<file path="src/hdl/sadc_consts.svh">
// Timing counts and frame positions for the serial converter readout
`ifndef SADC_CONSTS_SVH
`define SADC_CONSTS_SVH

`define SADC_CNT_W       5
`define SADC_FIRST_BIT   5'h03
`define SADC_FRAME_SLOTS 5'h10
`define SADC_DONE_CNT    5'h11
`define SADC_RES_DEFAULT 14
`define SADC_FIFO_DEPTH  32

`endif

</file>
<file path="src/hdl/sadc_pkg.sv">
// Types shared by the serial converter readout
package sadc_pkg;

  // Where the frame stands after a given count of serial clock rises
  typedef enum logic [1:0] {
    PH_LEAD = 2'b00,
    PH_DATA = 2'b01,
    PH_PAD  = 2'b10,
    PH_IDLE = 2'b11
  } sadc_phase_t;

endpackage

</file>
<file path="src/hdl/sadc_readout.sv">
// Result FIFO and serial output frame logic of the sampling converter
`timescale 1ns/1ps
`default_nettype none
`include "sadc_consts.svh"

////////////////////////////////////////////////////////////////////////////////
// Result FIFO: registered input ready, first word shown on the output side
module sadc_fifo #(
  parameter int W     = `SADC_RES_DEFAULT,
  parameter int DEPTH = `SADC_FIFO_DEPTH
) (
  input  wire logic         clk,
  input  wire logic         rstN,
  input  wire logic [W-1:0] inData,
  input  wire logic         inValid,
  output var  logic         inReady,
  output var  logic [W-1:0] outData,
  output var  logic         outValid,
  input  wire logic         outReady
);
  localparam int AW = $clog2(DEPTH);
  localparam logic [AW:0] FULL_CNT = DEPTH[AW:0];

  logic [W-1:0] mem [DEPTH];
  logic [AW-1:0] wrPtr_r;
  logic [AW-1:0] rdPtr_r;
  logic [AW:0]   count_r;
  logic [AW:0]   count_nxt;
  logic          push;
  logic          pop;

  // Handshakes on both sides
  assign push     = inValid && inReady;
  assign pop      = outReady && outValid;
  assign outValid = (count_r != '0);
  assign outData  = mem[rdPtr_r];

  // Fill level after this cycle
  always_comb begin
    count_nxt = count_r;
    if (push && !pop) begin
      count_nxt = count_r + 1'b1;
    end else if (pop && !push) begin
      count_nxt = count_r - 1'b1;
    end
  end

  // Storage write
  always_ff @(posedge clk) begin
    if (push) begin
      mem[wrPtr_r] <= inData;
    end
  end

  // Pointers, level and ready
  always_ff @(posedge clk or negedge rstN) begin
    if (!rstN) begin
      wrPtr_r <= '0;
      rdPtr_r <= '0;
      count_r <= '0;
      inReady <= 1'b0;
    end else begin
      if (push) begin
        wrPtr_r <= wrPtr_r + 1'b1;
      end
      if (pop) begin
        rdPtr_r <= rdPtr_r + 1'b1;
      end
      count_r <= count_nxt;
      inReady <= (count_nxt != FULL_CNT); // Back-pressure to the converter core
    end
  end
endmodule

////////////////////////////////////////////////////////////////////////////////
module sadc_readout #(
  parameter int RES   = `SADC_RES_DEFAULT,
  parameter int DEPTH = `SADC_FIFO_DEPTH
) (
  input  wire logic           core_clk,
  input  wire logic           rst_n,
  input  wire logic           serialClk,
  input  wire logic           conversion_start_in,
  input  wire logic [RES-1:0] sampleData,
  input  wire logic           sampleValid,
  output var  logic           sampleReady,
  output var  logic           sdoOut,
  output var  logic           sdoOeN,
  output var  logic           napMode
);
  localparam logic [`SADC_CNT_W-1:0] LAST_BIT = 5'(RES + 2);

  logic                   rstMeta_r;
  logic                   rstSyncN;
  logic                   sckPrev_r;
  logic                   convPrev_r;
  logic                   sckRise;
  logic                   convRise;
  logic                   convAccept;
  logic                   convArmed_r;
  logic [`SADC_CNT_W-1:0] cnt_r;
  logic [`SADC_CNT_W-1:0] cnt_nxt;
  logic [RES-1:0]         shift_r;
  logic [RES-1:0]         fifoData;
  logic                   fifoValid;
  sadc_pkg::sadc_phase_t  phaseNxt;

  // Frame phase reached after a given number of serial clock rises
  function automatic sadc_pkg::sadc_phase_t phaseOf(input logic [`SADC_CNT_W-1:0] c);
    if (c < `SADC_FIRST_BIT) begin
      phaseOf = sadc_pkg::PH_LEAD;
    end else if (c <= LAST_BIT) begin
      phaseOf = sadc_pkg::PH_DATA;
    end else if (c <= `SADC_FRAME_SLOTS) begin
      phaseOf = sadc_pkg::PH_PAD;
    end else begin
      phaseOf = sadc_pkg::PH_IDLE;
    end
  endfunction

  //////////////////////////////////////////////////////////////////////////////
  // Reset release through two flip-flops
  always_ff @(posedge core_clk or negedge rst_n) begin
    if (!rst_n) begin
      rstMeta_r <= 1'b0;
      rstSyncN  <= 1'b0;
    end else begin
      rstMeta_r <= 1'b1;
      rstSyncN  <= rstMeta_r;
    end
  end

  // Edge detection of the host-driven pins
  always_ff @(posedge core_clk or negedge rstSyncN) begin
    if (!rstSyncN) begin
      sckPrev_r  <= 1'b0;
      convPrev_r <= 1'b0;
    end else begin
      sckPrev_r  <= serialClk;
      convPrev_r <= conversion_start_in;
    end
  end

  assign sckRise    = serialClk && !sckPrev_r;
  assign convRise   = conversion_start_in && !convPrev_r;
  assign convAccept = convRise && (cnt_r >= `SADC_FRAME_SLOTS);

  //////////////////////////////////////////////////////////////////////////////
  // Result buffer between converter core and shifter
  sadc_fifo #(
    .W     (RES),
    .DEPTH (DEPTH)
  ) u_fifo (
    .clk      (core_clk),
    .rstN     (rstSyncN),
    .inData   (sampleData),
    .inValid  (sampleValid),
    .inReady  (sampleReady),
    .outData  (fifoData),
    .outValid (fifoValid),
    .outReady (convAccept)
  );

  //////////////////////////////////////////////////////////////////////////////
  // Rise count within the frame, saturating once the frame is over
  always_comb begin
    cnt_nxt = cnt_r;
    if (convAccept) begin
      cnt_nxt = {4'h0, sckRise};
    end else if (sckRise && cnt_r != `SADC_DONE_CNT) begin
      cnt_nxt = cnt_r + 5'h01;
    end
  end

  assign phaseNxt = phaseOf(cnt_nxt);

  // Frame counter; reset leaves the device idle and ready
  always_ff @(posedge core_clk or negedge rstSyncN) begin
    if (!rstSyncN) begin
      cnt_r <= `SADC_DONE_CNT;
    end else begin
      cnt_r <= cnt_nxt;
    end
  end

  // Result shifter, loaded from the buffer at conversion start
  always_ff @(posedge core_clk or negedge rstSyncN) begin
    if (!rstSyncN) begin
      shift_r <= '0;
    end else if (convAccept) begin
      shift_r <= fifoValid ? fifoData : '0;
    end else if (sckRise && phaseNxt == sadc_pkg::PH_DATA) begin
      shift_r <= {shift_r[RES-2:0], 1'b0};
    end
  end

  // Data line: updated on rises and released at an accepted start, high impedance outside the result and pad slots
  always_ff @(posedge core_clk or negedge rstSyncN) begin
    if (!rstSyncN) begin
      sdoOut <= 1'b0;
      sdoOeN <= 1'b1;
    end else if (sckRise) begin
      case (phaseNxt)
        sadc_pkg::PH_DATA: begin
          sdoOut <= shift_r[RES-1];
          sdoOeN <= 1'b0;
        end
        sadc_pkg::PH_PAD: begin
          sdoOut <= 1'b0;
          sdoOeN <= 1'b0;
        end
        default: begin
          sdoOut <= 1'b0;
          sdoOeN <= 1'b1;
        end
      endcase
    end else if (convAccept) begin
      sdoOut <= 1'b0;
      sdoOeN <= 1'b1;
    end
  end

  // Nap detection: a second start rise with no clock rise in between
  always_ff @(posedge core_clk or negedge rstSyncN) begin
    if (!rstSyncN) begin
      convArmed_r <= 1'b0;
      napMode     <= 1'b0;
    end else if (sckRise) begin
      convArmed_r <= 1'b0;
      napMode     <= 1'b0;
    end else if (convRise) begin
      convArmed_r <= 1'b1;
      if (convArmed_r) begin
        napMode <= 1'b1;
      end
    end
  end
endmodule
`default_nettype wire

</file>
<file path="config.mk">
export PLATFORM = sky130hd
export DESIGN_NAME = sadc_readout
export DESIGN_NICKNAME = d
export VERILOG_FILES = /design/src/hdl/sadc_pkg.sv /design/src/hdl/sadc_readout.sv
export VERILOG_INCLUDE_DIRS = /design/src /design/src/hdl
export SDC_FILE = /design/constraint.sdc
export NUM_CORES = 1
export LEC_CHECK = 0
export BUFFER_PORTS_ARGS = -buffer_cell sky130_fd_sc_hd__buf_2
export CORE_MARGIN = 2
export CORE_UTILIZATION = 58
export CTS_CLUSTER_SIZE = 14
export DETAILED_ROUTE_END_ITERATION = 16
export PLACE_DENSITY = 0.74
export SLEW_MARGIN = 0
export SYNTH_ARGS = -nofsm -noshare
export SYNTH_HDL_FRONTEND = slang
export SYNTH_SLANG_ARGS = --single-unit
export TNS_END_PERCENT = 50
</file>
<file path="constraint.sdc">
create_clock -name core_clk -period 1.59 [get_ports core_clk]
set_input_delay 0.2385 -clock core_clk [delete_from_list [all_inputs] [get_ports core_clk]]
set_output_delay 0.2385 -clock core_clk [all_outputs]
set_load 0.02 [all_outputs]
</file>
==> flow_metrics.py, run 1 <==
metrics = {
    "power_and_ir_drop": {
        "power.switching_mw": 11.03,
        "max-vdd-ir-drop_mv": 1.011,
        "power.share.clock": 0.291,
        "seqPwrFrac": 0.410,
        "comb_power_share": 0.299,
        "p_int_mw": 27.60,
        "switching_share": 0.2856,
        "p_total_mw": 38.64,
        "leakage_nw": 8.478,
        "pwr_density_cell_nw_per_um2": 1544,
    },
    "floorplanning": {
        "die_area_sq_um": 35350,
        "dieWidth_um": 188.0,
        "die_y_um": 188.0,
        "rows": 67,
        "ios": 23,
        "initial_utilization": 0.5872,
        "coreArea_sq_um": 33450,
    },
    "setup_path": {
        "worstPathArrival_ns": 2.98,
        "worstSetupStartpointType": "flip-flop",
        "critical_path_class": "reg2reg",
        "cpPeakStageDelay_ns": 0.53,
        "crit_path_top_delay_cell": "mux4_2",
        "path_cells": "buf_12, mux4_2, a211oi_1, o21ai_0, a22o_1, mux2_4",
        "required_ns": 2.04,
        "critical_path_peak_fanout": 11,
        "end_kind": "flip-flop",
    },
    "finish": {
        "fillers": 1766,
        "multiInputGateArea_sq_um": 5383,
        "register_area_sq_um": 14570,
        "fin_area_sq_um": 25020,
        "drive_gt1_frac": 0.4278,
        "area_growth_pct": 27.38,
        "antenna_cells": 0,
        "instances_no_fill": 1736,
        "finalNetCount": 1281,
        "fin_util": 0.7480,
    },
    "sta": {
        "tns_ns": -106.60,
        "drv_slew": 0,
        "hold_violations": 0,
        "fin_ws_ns": -0.9380,
        "slew-limit-headroom": 0.5318,
        "hold_ws_ns": 0.1257,
        "finClkSkew_ns": 0.02154,
        "finalSetupViolCount": 477,
        "rsz0062_at_grt": "true",
        "fin_crit_ns": 2.528,
        "fmax_mhz": 395.6,
        "period_share": 1.590,
        "tightest_slew_ns": 0.7023,
    },
    "yosys": {
        "seq_area_frac_synth": 0.7412,
        "synth_cell_types": 77,
        "syn_area_sq_um": 19640,
        "syn_avg_cell_area_sq_um": 19.76,
        "ys_ff_latch": 492,
        "yosys_warnings": 0,
        "syn_inst": 994,
        "syn_nets": 1023,
        "ys.flop_type": "edfxtp_1",
        "synth_edf_count": 448,
        "synth_async_sr_flop_share": 0.08943,
    },
    "global_route": {
        "grt.total_usage": 0.2686,
        "grt_start_max_net_pins": 43,
        "grt_overflow": 0,
        "grt_pass1_wl_mm": 69.19,
        "grt_pass1_vias": 10980,
        "antenna_found_initial": 0,
    },
    "placed_design": {
        "place_area_sq_um": 22220,
        "place_ws_ns": -0.8649,
        "dp_hpwl_mm": 28.03,
        "port_buffers": 22,
        "dp_cells": 1596,
        "place.gp.congestion": 0.8599,
    },
    "run_status": {
        "status": "finished with violations",
        "violations": "negative setup slack",
    },
    "clocking": {
        "clk_latency_ns": 0.57,
        "cts.sinks": 492,
        "h-tree-depth": 2,
        "clockBufferDepth": 3,
        "cts.reportedPaths.clkPinSlew_ns": 0.07,
        "cts_tree": "built",
        "cts_buffers": 49,
        "cts_root_buf": "clkbuf_16",
    },
    "drt": {
        "wl_per_cell_um": 28.31,
        "postRouteAntennaNets": 0,
        "via_per_inst": 6.412,
        "first_pass_iters": 5,
        "routed_wl_mm": 49.15,
        "vias": 11130,
        "drc": 0,
        "drt_iter0_drc": 1202,
    },
    "run": {
        "maxCapViolCount": 0,
    },
    "min_path": {
        "hp-class": "in2reg",
    },
}
## kinds of logic (layout without fill, tap and decap cells)
kind of cell,after synthesis,count (layout),synth area share
DFF,492,492,0.7412
muxes,161,161,0.1494
and+or+nand+nor,150,150,0.03720
AOI/OAI and AO/OA,104,104,0.04154
buffers and inverters,62,356,0.01784
xor gates and xnor gates,14,14,0.006243
adders and majority gates,10,10,0.006371
other,1,1,0.0001909
## cell type report
type                       instances  area share
inverter                           8    0.001200
tap                              448     0.02241
clock inverter                    28     0.01070
timing repair buffer             261      0.1176
multi-input combinational        440      0.2152
sequential                       492      0.5824
clock buffer                      59     0.05051
## state kept, by name, indices dropped and copies added, names as in the netlist
signal and count:
convArmed_r 1, convPrev_r 1, u_fifo.mem 448, rstMeta_r 1, u_fifo.rdPtr_r 5, u_fifo.inReady 1
rstSyncN 1, sckPrev_r 1, u_fifo.count_r 6, napMode 1, sdoOeN 1, cnt_r 5
shift_r 14, u_fifo.wrPtr_r 5, sdoOut 1
## metal layers
layer / up-vias / share of wire / track usage
li1: 4600 / - / -
met1: 5793 / 0.39 / 0.3775
met2: 644 / 0.49 / 0.4283
met3: 94 / 0.087 / 0.04997
met4: 0 / 0.034 / 0.09661
met5: - / 0 / 0
## critical path: cells and delay by family (launching register included)
kind / cells / cell delay [ns]
flops: 1 / 0.50
compound gates: 3 / 0.91
buf+inv: 1 / 0.19
mux: 2 / 0.79
## path summary, 6_finish.rpt
check | from | to | slack (ns) | cells after the start
worst max register to register | u_fifo.rdPtr_r[0] | shift_r[6] | -0.94 | 6
worst min register to register | rstSyncN | shift_r[12] | 0.24 | 1
min in group asynchronous | rstSyncN | shift_r[12] | 0.24 | 1
worst min-delay path | sampleData[2] | u_fifo.mem[21][2] | 0.13 | 1
max in group asynchronous | rst_n | rstSyncN | 0.92 | 3
worst max-delay path | u_fifo.rdPtr_r[0] | shift_r[6] | -0.94 | 6
## Yosys cell counts (all sizes together), types with 5 or more instances
cell	instances	area share
edfxtp	448	0.68
mux4	101	0.12
nor2	56	0.011
mux2i	43	0.022
dfrtp	41	0.052
nand2	39	0.0075
buf	33	0.012
o21ai	23	0.0059
clkbuf	21	0.0048
mux2	17	0.012
a311oi	13	0.0061
nor3	13	0.0033
a22o	12	0.0054
a211oi	10	0.0047
ha	10	0.0064
xnor2	10	0.0045
nand3	9	0.0023
inv	8	0.0015
o22ai	7	0.0022
o32ai	7	0.0031
nor2b	5	0.0017
## power by group through the flow
| stage | Clock, mW | Combinational (mW) | Sequential (mW) |
|---|---|---|---|
| after global routing | 11.8 | 12.1 | 15.9 |
| after detailed placement | 0 | 9.52 | 16.0 |
| after floorplan | 0 | 5.82 | 15.8 |
| after CTS | 11.3 | 10.4 | 15.8 |
| after global placement | 0 | 9.33 | 16.0 |
| final | 11.2 | 11.5 | 15.8 |
## cells in the final DEF, fill, tap and decap left out, types with 27 or more instances in the layout
master | synthesis | final
edfxtp_1 | 448 | 448
nand2_1 | 39 | 34
dfrtp_1 | 41 | 34
buf_4 | 2 | 135
buf_12 | 1 | 56
mux2i_1 | 43 | 38
mux4_2 | 101 | 101
clkbuf_16 | 0 | 55
nor2_4 | 0 | 33
buf_6 | 8 | 27
## what timing repair did
action                                  CTS  global route
resized for setup                        78            82
pin swaps                                14            28
hold buffers                              4             0
buffers inserted                         21            31
endpoints found under the setup margin  473           478
endpoints found under the hold margin     4             0
gates cloned                              4             5
(Power assumes the default switching activity.)
==> run 2: changes to the inputs <==
- CELL_PAD_IN_SITES_DETAIL_PLACEMENT: unset -> 1
- CELL_PAD_IN_SITES_GLOBAL_PLACEMENT: unset -> 2
- CORE_UTILIZATION: 58 -> 50
- PLACE_DENSITY: 0.74 -> unset
- PLACE_DENSITY_LB_ADDON: unset -> 0.1
- REMOVE_ABC_BUFFERS: unset -> 1
==> run 2 against run 1 <==
The flow still finishes with violations (negative setup slack). Die area increased by 16%. Register-to-register slack got worse by 0.05 ns. Global-route usage increased by 0.28 points. Non-clock buffer count increased by 32. Flip-flop and latch count unchanged. Via count decreased by 0.35%. Clock skew increased by 0.0083 ns. First-iteration DRC count decreased by 13%. Critical path depth increased by 4. Worst setup slack got worse by 0.052 ns. Critical endpoint is now shift_r[10].
==> flow_metrics.py, run 2 (same netlist as run 1, synthesis figures left out) <==
metrics = {
    "sta": {
        "finalSetupViolCount": 479,
        "tns_ns": -84.98,
        "fin_crit_ns": 2.580,
        "hold_ws_ns": 0.08350,
        "tightest_slew_ns": 0.7429,
        "period_share": 1.623,
        "fin_ws_ns": -0.9903,
        "finClkSkew_ns": 0.02981,
        "rsz0062_at_grt": "true",
        "fmax_mhz": 387.6,
        "drv_slew": 0,
        "hold_violations": 0,
        "slew-limit-headroom": 0.5047,
    },
    "global_route": {
        "antenna_found_initial": 1,
        "grt_util_met3": 0.03870,
        "gr-max-usage-layer": "met2",
        "grt_pass1_vias": 11780,
        "grt_start_max_net_pins": 33,
        "grt.total_usage": 0.2714,
        "grt_pass1_wl_mm": 79.72,
        "met1_usage": 0.3903,
        "grtUsageMet2": 0.4419,
        "grt_overflow": 0,
    },
    "finish": {
        "reg_top3": "u_fifo.mem: 448 flops, shift_r: 14 flops, u_fifo.count_r: 6 flops",
        "instances_no_fill": 1839,
        "area_growth_pct": 28.88,
        "final_cell_mix": "edfxtp_1, buf_4, mux4_2, clkbuf_16, buf_6",
        "fin_util": 0.6535,
        "finalNetCount": 1315,
        "largest_register": "u_fifo.mem",
        "antenna_cells": 0,
        "final_common_cell": "edfxtp_1",
        "drive_gt1_frac": 0.4413,
        "fin_area_sq_um": 25310,
        "largest_reg_flops": 448,
    },
    "power_and_ir_drop": {
        "comb_power_share": 0.297,
        "power.share.clock": 0.296,
        "p_int_mw": 27.62,
        "pwr_density_cell_nw_per_um2": 1535,
        "leakage_nw": 8.673,
        "power.switching_mw": 11.24,
        "p_total_mw": 38.86,
        "switching_share": 0.2892,
        "seqPwrFrac": 0.408,
        "max-vdd-ir-drop_mv": 1.049,
    },
    "drt": {
        "routed_wl_mm": 55.01,
        "wl_per_cell_um": 29.91,
        "drc": 0,
        "via_per_inst": 6.032,
        "drt_iter0_drc": 1044,
        "postRouteAntennaNets": 0,
        "vias": 11090,
        "first_pass_iters": 7,
    },
    "floorplanning": {
        "rows": 72,
        "die_y_um": 202.2,
        "coreArea_sq_um": 38740,
        "die_area_sq_um": 40880,
        "dieWidth_um": 202.2,
        "ios": 23,
        "initial_utilization": 0.5070,
    },
    "setup_path": {
        "critical_path_peak_fanout": 6,
        "worstSetupStartpointType": "flip-flop",
        "critical_path_class": "reg2reg",
        "cpPeakStageDelay_ns": 0.56,
        "end_kind": "flip-flop",
        "required_ns": 2.06,
        "path_cells": "ha_4, nor3b_4, a21oi_2, a211oi_2, buf_4, nor4b_4, nor3b_4, buf_12, buf_12, mux2_4",
        "worstPathArrival_ns": 3.05,
        "crit_path_top_delay_cell": "dfstp_2",
    },
    "run_status": {
        "status": "finished with violations",
        "violations": "negative setup slack",
    },
    "placed_design": {
        "dp_cells": 1693,
        "place.gp.congestion": 0.8240,
        "place_area_sq_um": 22180,
        "place_ws_ns": -1.026,
        "dp_hpwl_mm": 33.18,
        "port_buffers": 22,
    },
    "clocking": {
        "cts_buffers": 51,
        "h-tree-depth": 2,
        "clockBufferDepth": 3,
        "cts_tree": "built",
        "clk_latency_ns": 0.61,
        "cts.sinks": 492,
        "cts.reportedPaths.clkPinSlew_ns": 0.06,
        "cts_root_buf": "clkbuf_16",
    },
    "run": {
        "maxCapViolCount": 0,
    },
    "min_path": {
        "hp-class": "in2reg",
    },
}
-- run 2: changes by cell type in the layout (fill, tap and decap cells not counted), sizes merged --
cell | previous run | this run
buf | 251 | 282
clkbuf | 65 | 72
inv | 11 | 8
bufinv | 5 | 3
clkinv | 18 | 19
clkinvlp | 2 | 1
-- run 2: path summary, 6_finish.rpt --
check                              startpoint                to  slack (ns)  cells after the start
worst min register to register       rstSyncN        shift_r[1]        0.16                      0
min in group asynchronous            rstSyncN        shift_r[1]        0.16                      0
worst min-delay path            sampleData[5]  u_fifo.mem[2][5]        0.08                      1
worst max-delay path                 cnt_r[0]       shift_r[10]       -0.99                     10
max in group asynchronous            rstSyncN          cnt_r[0]        0.85                      1
worst max register to register       cnt_r[0]       shift_r[10]       -0.99                     10
-- run 2: layout make-up --
class / instances / area [sq um]
clock buffers: 65 / 1391
inverters: 8 / 30.03
flip-flops and latches: 492 / 14570
fillers: 3269 / 13420
clock inverters: 23 / 190.2
well taps: 518 / 648.1
multi-input cells: 440 / 5353
repair buffers: 293 / 3131
-- run 2: repair_timing --
item,4_1_cts,5_1_grt
buffers inserted,27,19
setup endpoints to repair,479,480
pin swaps,33,40
hold endpoints to repair,4,0
cloned,15,2
hold buffers,4,0
resized for setup,150,103
-- run 2: critical path: cells and delay by family (launching register included) --
kind | cells | cell delay (ns)
fa+ha+maj | 1 | 0.14
flops | 1 | 0.56
buf+inv | 3 | 0.48
simple gates | 3 | 0.54
compound gates | 2 | 0.40
mux | 1 | 0.31
-- run 2: power groups by stage --
stage                     combinational, mW  clock, mW  sequential [mW]
final                                  11.5       11.5             15.8
after global routing                   12.2       12.1             15.9
after CTS                              10.9       11.6             15.8
after detailed placement               9.63          0             16.0
after global placement                 9.51          0             16.0
after floorplan                        3.52          0             16.4
-- run 2: per-layer routing --
layer	part of all wire	wire (um)
met1	0.43	23590
met2	0.50	27240
met3	0.057	3133
met4	0.019	1051
met5	0	0
==> run 3: changes to the inputs <==
- BUFFER_PORTS_ARGS: -buffer_cell sky130_fd_sc_hd__buf_2 -> unset
- DONT_BUFFER_PORTS: unset -> 1
==> run 3 against run 2 <==
The flow still finishes with violations (negative setup slack). First-iteration DRC count shrank 6.6%. Via count grew 1.6%. Flip-flop and latch count is the same. Worst hold slack lost 0.062 ns. Clock power grew 3%. Cell area grew 2.4%.
==> flow_metrics.py, run 3 (same netlist as run 1, synthesis figures left out) <==
metrics = {
    "run_status": {
        "status": "finished with violations",
        "violations": "negative setup slack",
    },
    "setup_path": {
        "r2r_cells": 9,
        "required_ns": 2.07,
        "r2r-start": "cnt_r[0]",
        "critical_path_class": "reg2reg",
        "critical_path_peak_fanout": 4,
        "setup.worst_path.start": "cnt_r[0]",
        "rrSetupSlack_ns": -0.99,
        "worstSetupStartpointType": "flip-flop",
        "r2r_end": "shift_r[0]",
        "end_kind": "flip-flop",
        "worstPathArrival_ns": 3.06,
    },
    "finish": {
        "drive_gt1_frac": 0.4366,
        "multiInputGateArea_sq_um": 5409,
        "final_common_cell": "edfxtp_1",
        "reg_top3": "u_fifo.mem: 448 flops, shift_r: 14 flops, u_fifo.count_r: 6 flops",
        "antenna_cells": 0,
        "final_cell_mix": "edfxtp_1, buf_4, mux4_2, clkbuf_16, buf_12",
        "largest_reg_flops": 448,
        "fin_util": 0.6694,
        "fin_area_sq_um": 25930,
        "register_area_sq_um": 14570,
        "instances_no_fill": 1851,
        "largest_register": "u_fifo.mem",
        "finalNetCount": 1324,
        "fillers": 3153,
        "area_growth_pct": 32.04,
    },
    "sta": {
        "finalSetupViolCount": 466,
        "hold_violations": 0,
        "slew-limit-headroom": 0.4875,
        "period_share": 1.625,
        "tightest_slew_ns": 0.7653,
        "rsz0062_at_grt": "true",
        "hold_ws_ns": 0.02185,
        "fin_ws_ns": -0.9938,
        "finClkSkew_ns": 0.01884,
        "fmax_mhz": 387.0,
        "fin_crit_ns": 2.584,
        "drv_slew": 0,
    },
    "clocking": {
        "h-tree-depth": 2,
        "clockBufferDepth": 3,
        "cts_root_buf": "clkbuf_16",
        "cts_buffers": 52,
        "cts_tree": "built",
        "clk_latency_ns": 0.61,
        "cts.sinks": 492,
        "cts.reportedPaths.clkPinSlew_ns": 0.06,
    },
    "power_and_ir_drop": {
        "leakage_nw": 8.870,
        "max-vdd-ir-drop_mv": 1.073,
        "p_total_mw": 40.25,
        "pwr_density_cell_nw_per_um2": 1552,
    },
    "floorplanning": {
        "die_y_um": 202.2,
        "rows": 72,
        "dieWidth_um": 202.2,
        "initial_utilization": 0.5070,
        "die_area_sq_um": 40880,
        "coreArea_sq_um": 38740,
        "ios": 23,
    },
    "drt": {
        "drt_iter0_drc": 975,
        "first_pass_iters": 5,
        "postRouteAntennaNets": 0,
        "via_per_inst": 6.088,
        "vias": 11270,
        "drc": 0,
        "wl_per_cell_um": 31.55,
        "routed_wl_mm": 58.40,
    },
    "global_route": {
        "grt_overflow": 0,
        "grt_start_max_net_pins": 43,
        "grt_pass1_vias": 12040,
        "antenna_found_initial": 2,
        "grt.total_usage": 0.2876,
        "grt_pass1_wl_mm": 83.50,
    },
    "min_path": {
        "hold_depth": 3,
        "worstHoldStart": "serialClk",
        "hp-class": "in2reg",
        "min_to": "napMode",
    },
    "placed_design": {
        "dp_cells": 1664,
        "dp_hpwl_mm": 32.89,
        "place.gp.congestion": 0.7947,
        "place_area_sq_um": 22070,
        "port_buffers": 0,
    },
    "run": {
        "maxCapViolCount": 0,
    },
}
==> run 3: cell count changes in the layout (fill, tap and decap cells not counted), sizes merged <==
cell / before / now
bufinv: 3 / 4
clkinv: 19 / 25
buf: 282 / 272
inv: 8 / 11
clkbuf: 72 / 69
bufbuf: 0 / 1
dlygate4sd3: 4 / 18
==> run 3: worst max-delay path by stage <==
| stage | endpoint | slack [ns] | cells after the start |
|---|---|---|---|
| global route | shift_r[0] | -1.07 | 9 |
| detailed placement | shift_r[1] | -1.46 | 8 |
| floorplan | shift_r[10] | -4.54 | 5 |
| CTS | shift_r[1] | -0.89 | 8 |
| global placement | shift_r[1] | -1.40 | 8 |
| finish | shift_r[0] | -0.99 | 9 |
==> run 3: metrics by stage <==
step / worst slack (ns) / TNS (ns)
finish: -0.9938 / -87.81
global placement: -1.401 / -94.43
floorplan: -4.536 / -280.29
detailed placement: -1.461 / -109.67
CTS: -0.8907 / -98.04
global route: -1.066 / -110.56
==> run 3: power breakdown <==
group	switching, mW	internal (mW)
Combinational	6.07	6.41
Clock	5.08	6.81
Sequential	0.667	15.2
Total	11.8	28.4
==> run 3: final cells by class <==
type | count | share of cell area
sequential | 492 | 0.5618
clock inverter | 33 | 0.01057
inverter | 8 | 0.001158
timing repair buffer | 301 | 0.1401
multi-input combinational | 440 | 0.2086
tap | 518 | 0.02499
clock buffer | 59 | 0.05283
==> run 3: worst max-delay path, cell delays in order (launching register included) <==
cell	delay, ns
dfstp_2	0.58
ha_4	0.15
nor3b_4	0.25
a32o_2	0.25
a211oi_4	0.07
buf_4	0.16
or4b_4	0.56
a31oi_4	0.22
buf_6	0.15
o22ai_2	0.07
==> run 3: repair_timing <==
item	in CTS	in global routing
setup endpoints to repair	479	484
gates resized for setup	174	78
endpoints found under the hold margin	454	0
setup buffers	40	21
pin swaps	37	28
hold buffers	32	0
cloned	12	5
==> run 3: metal layers <==
| metal | up-vias | wire [um] | GRT usage |
|---|---|---|---|
| met3 | 112 | 3935 | 0.05643 |
| met2 | 441 | 28710 | 0.4633 |
| met4 | 2 | 2059 | 0.1048 |
| li1 | 4701 | - | - |
| met1 | 6013 | 23680 | 0.3952 |
| met5 | - | 13 | 0 |
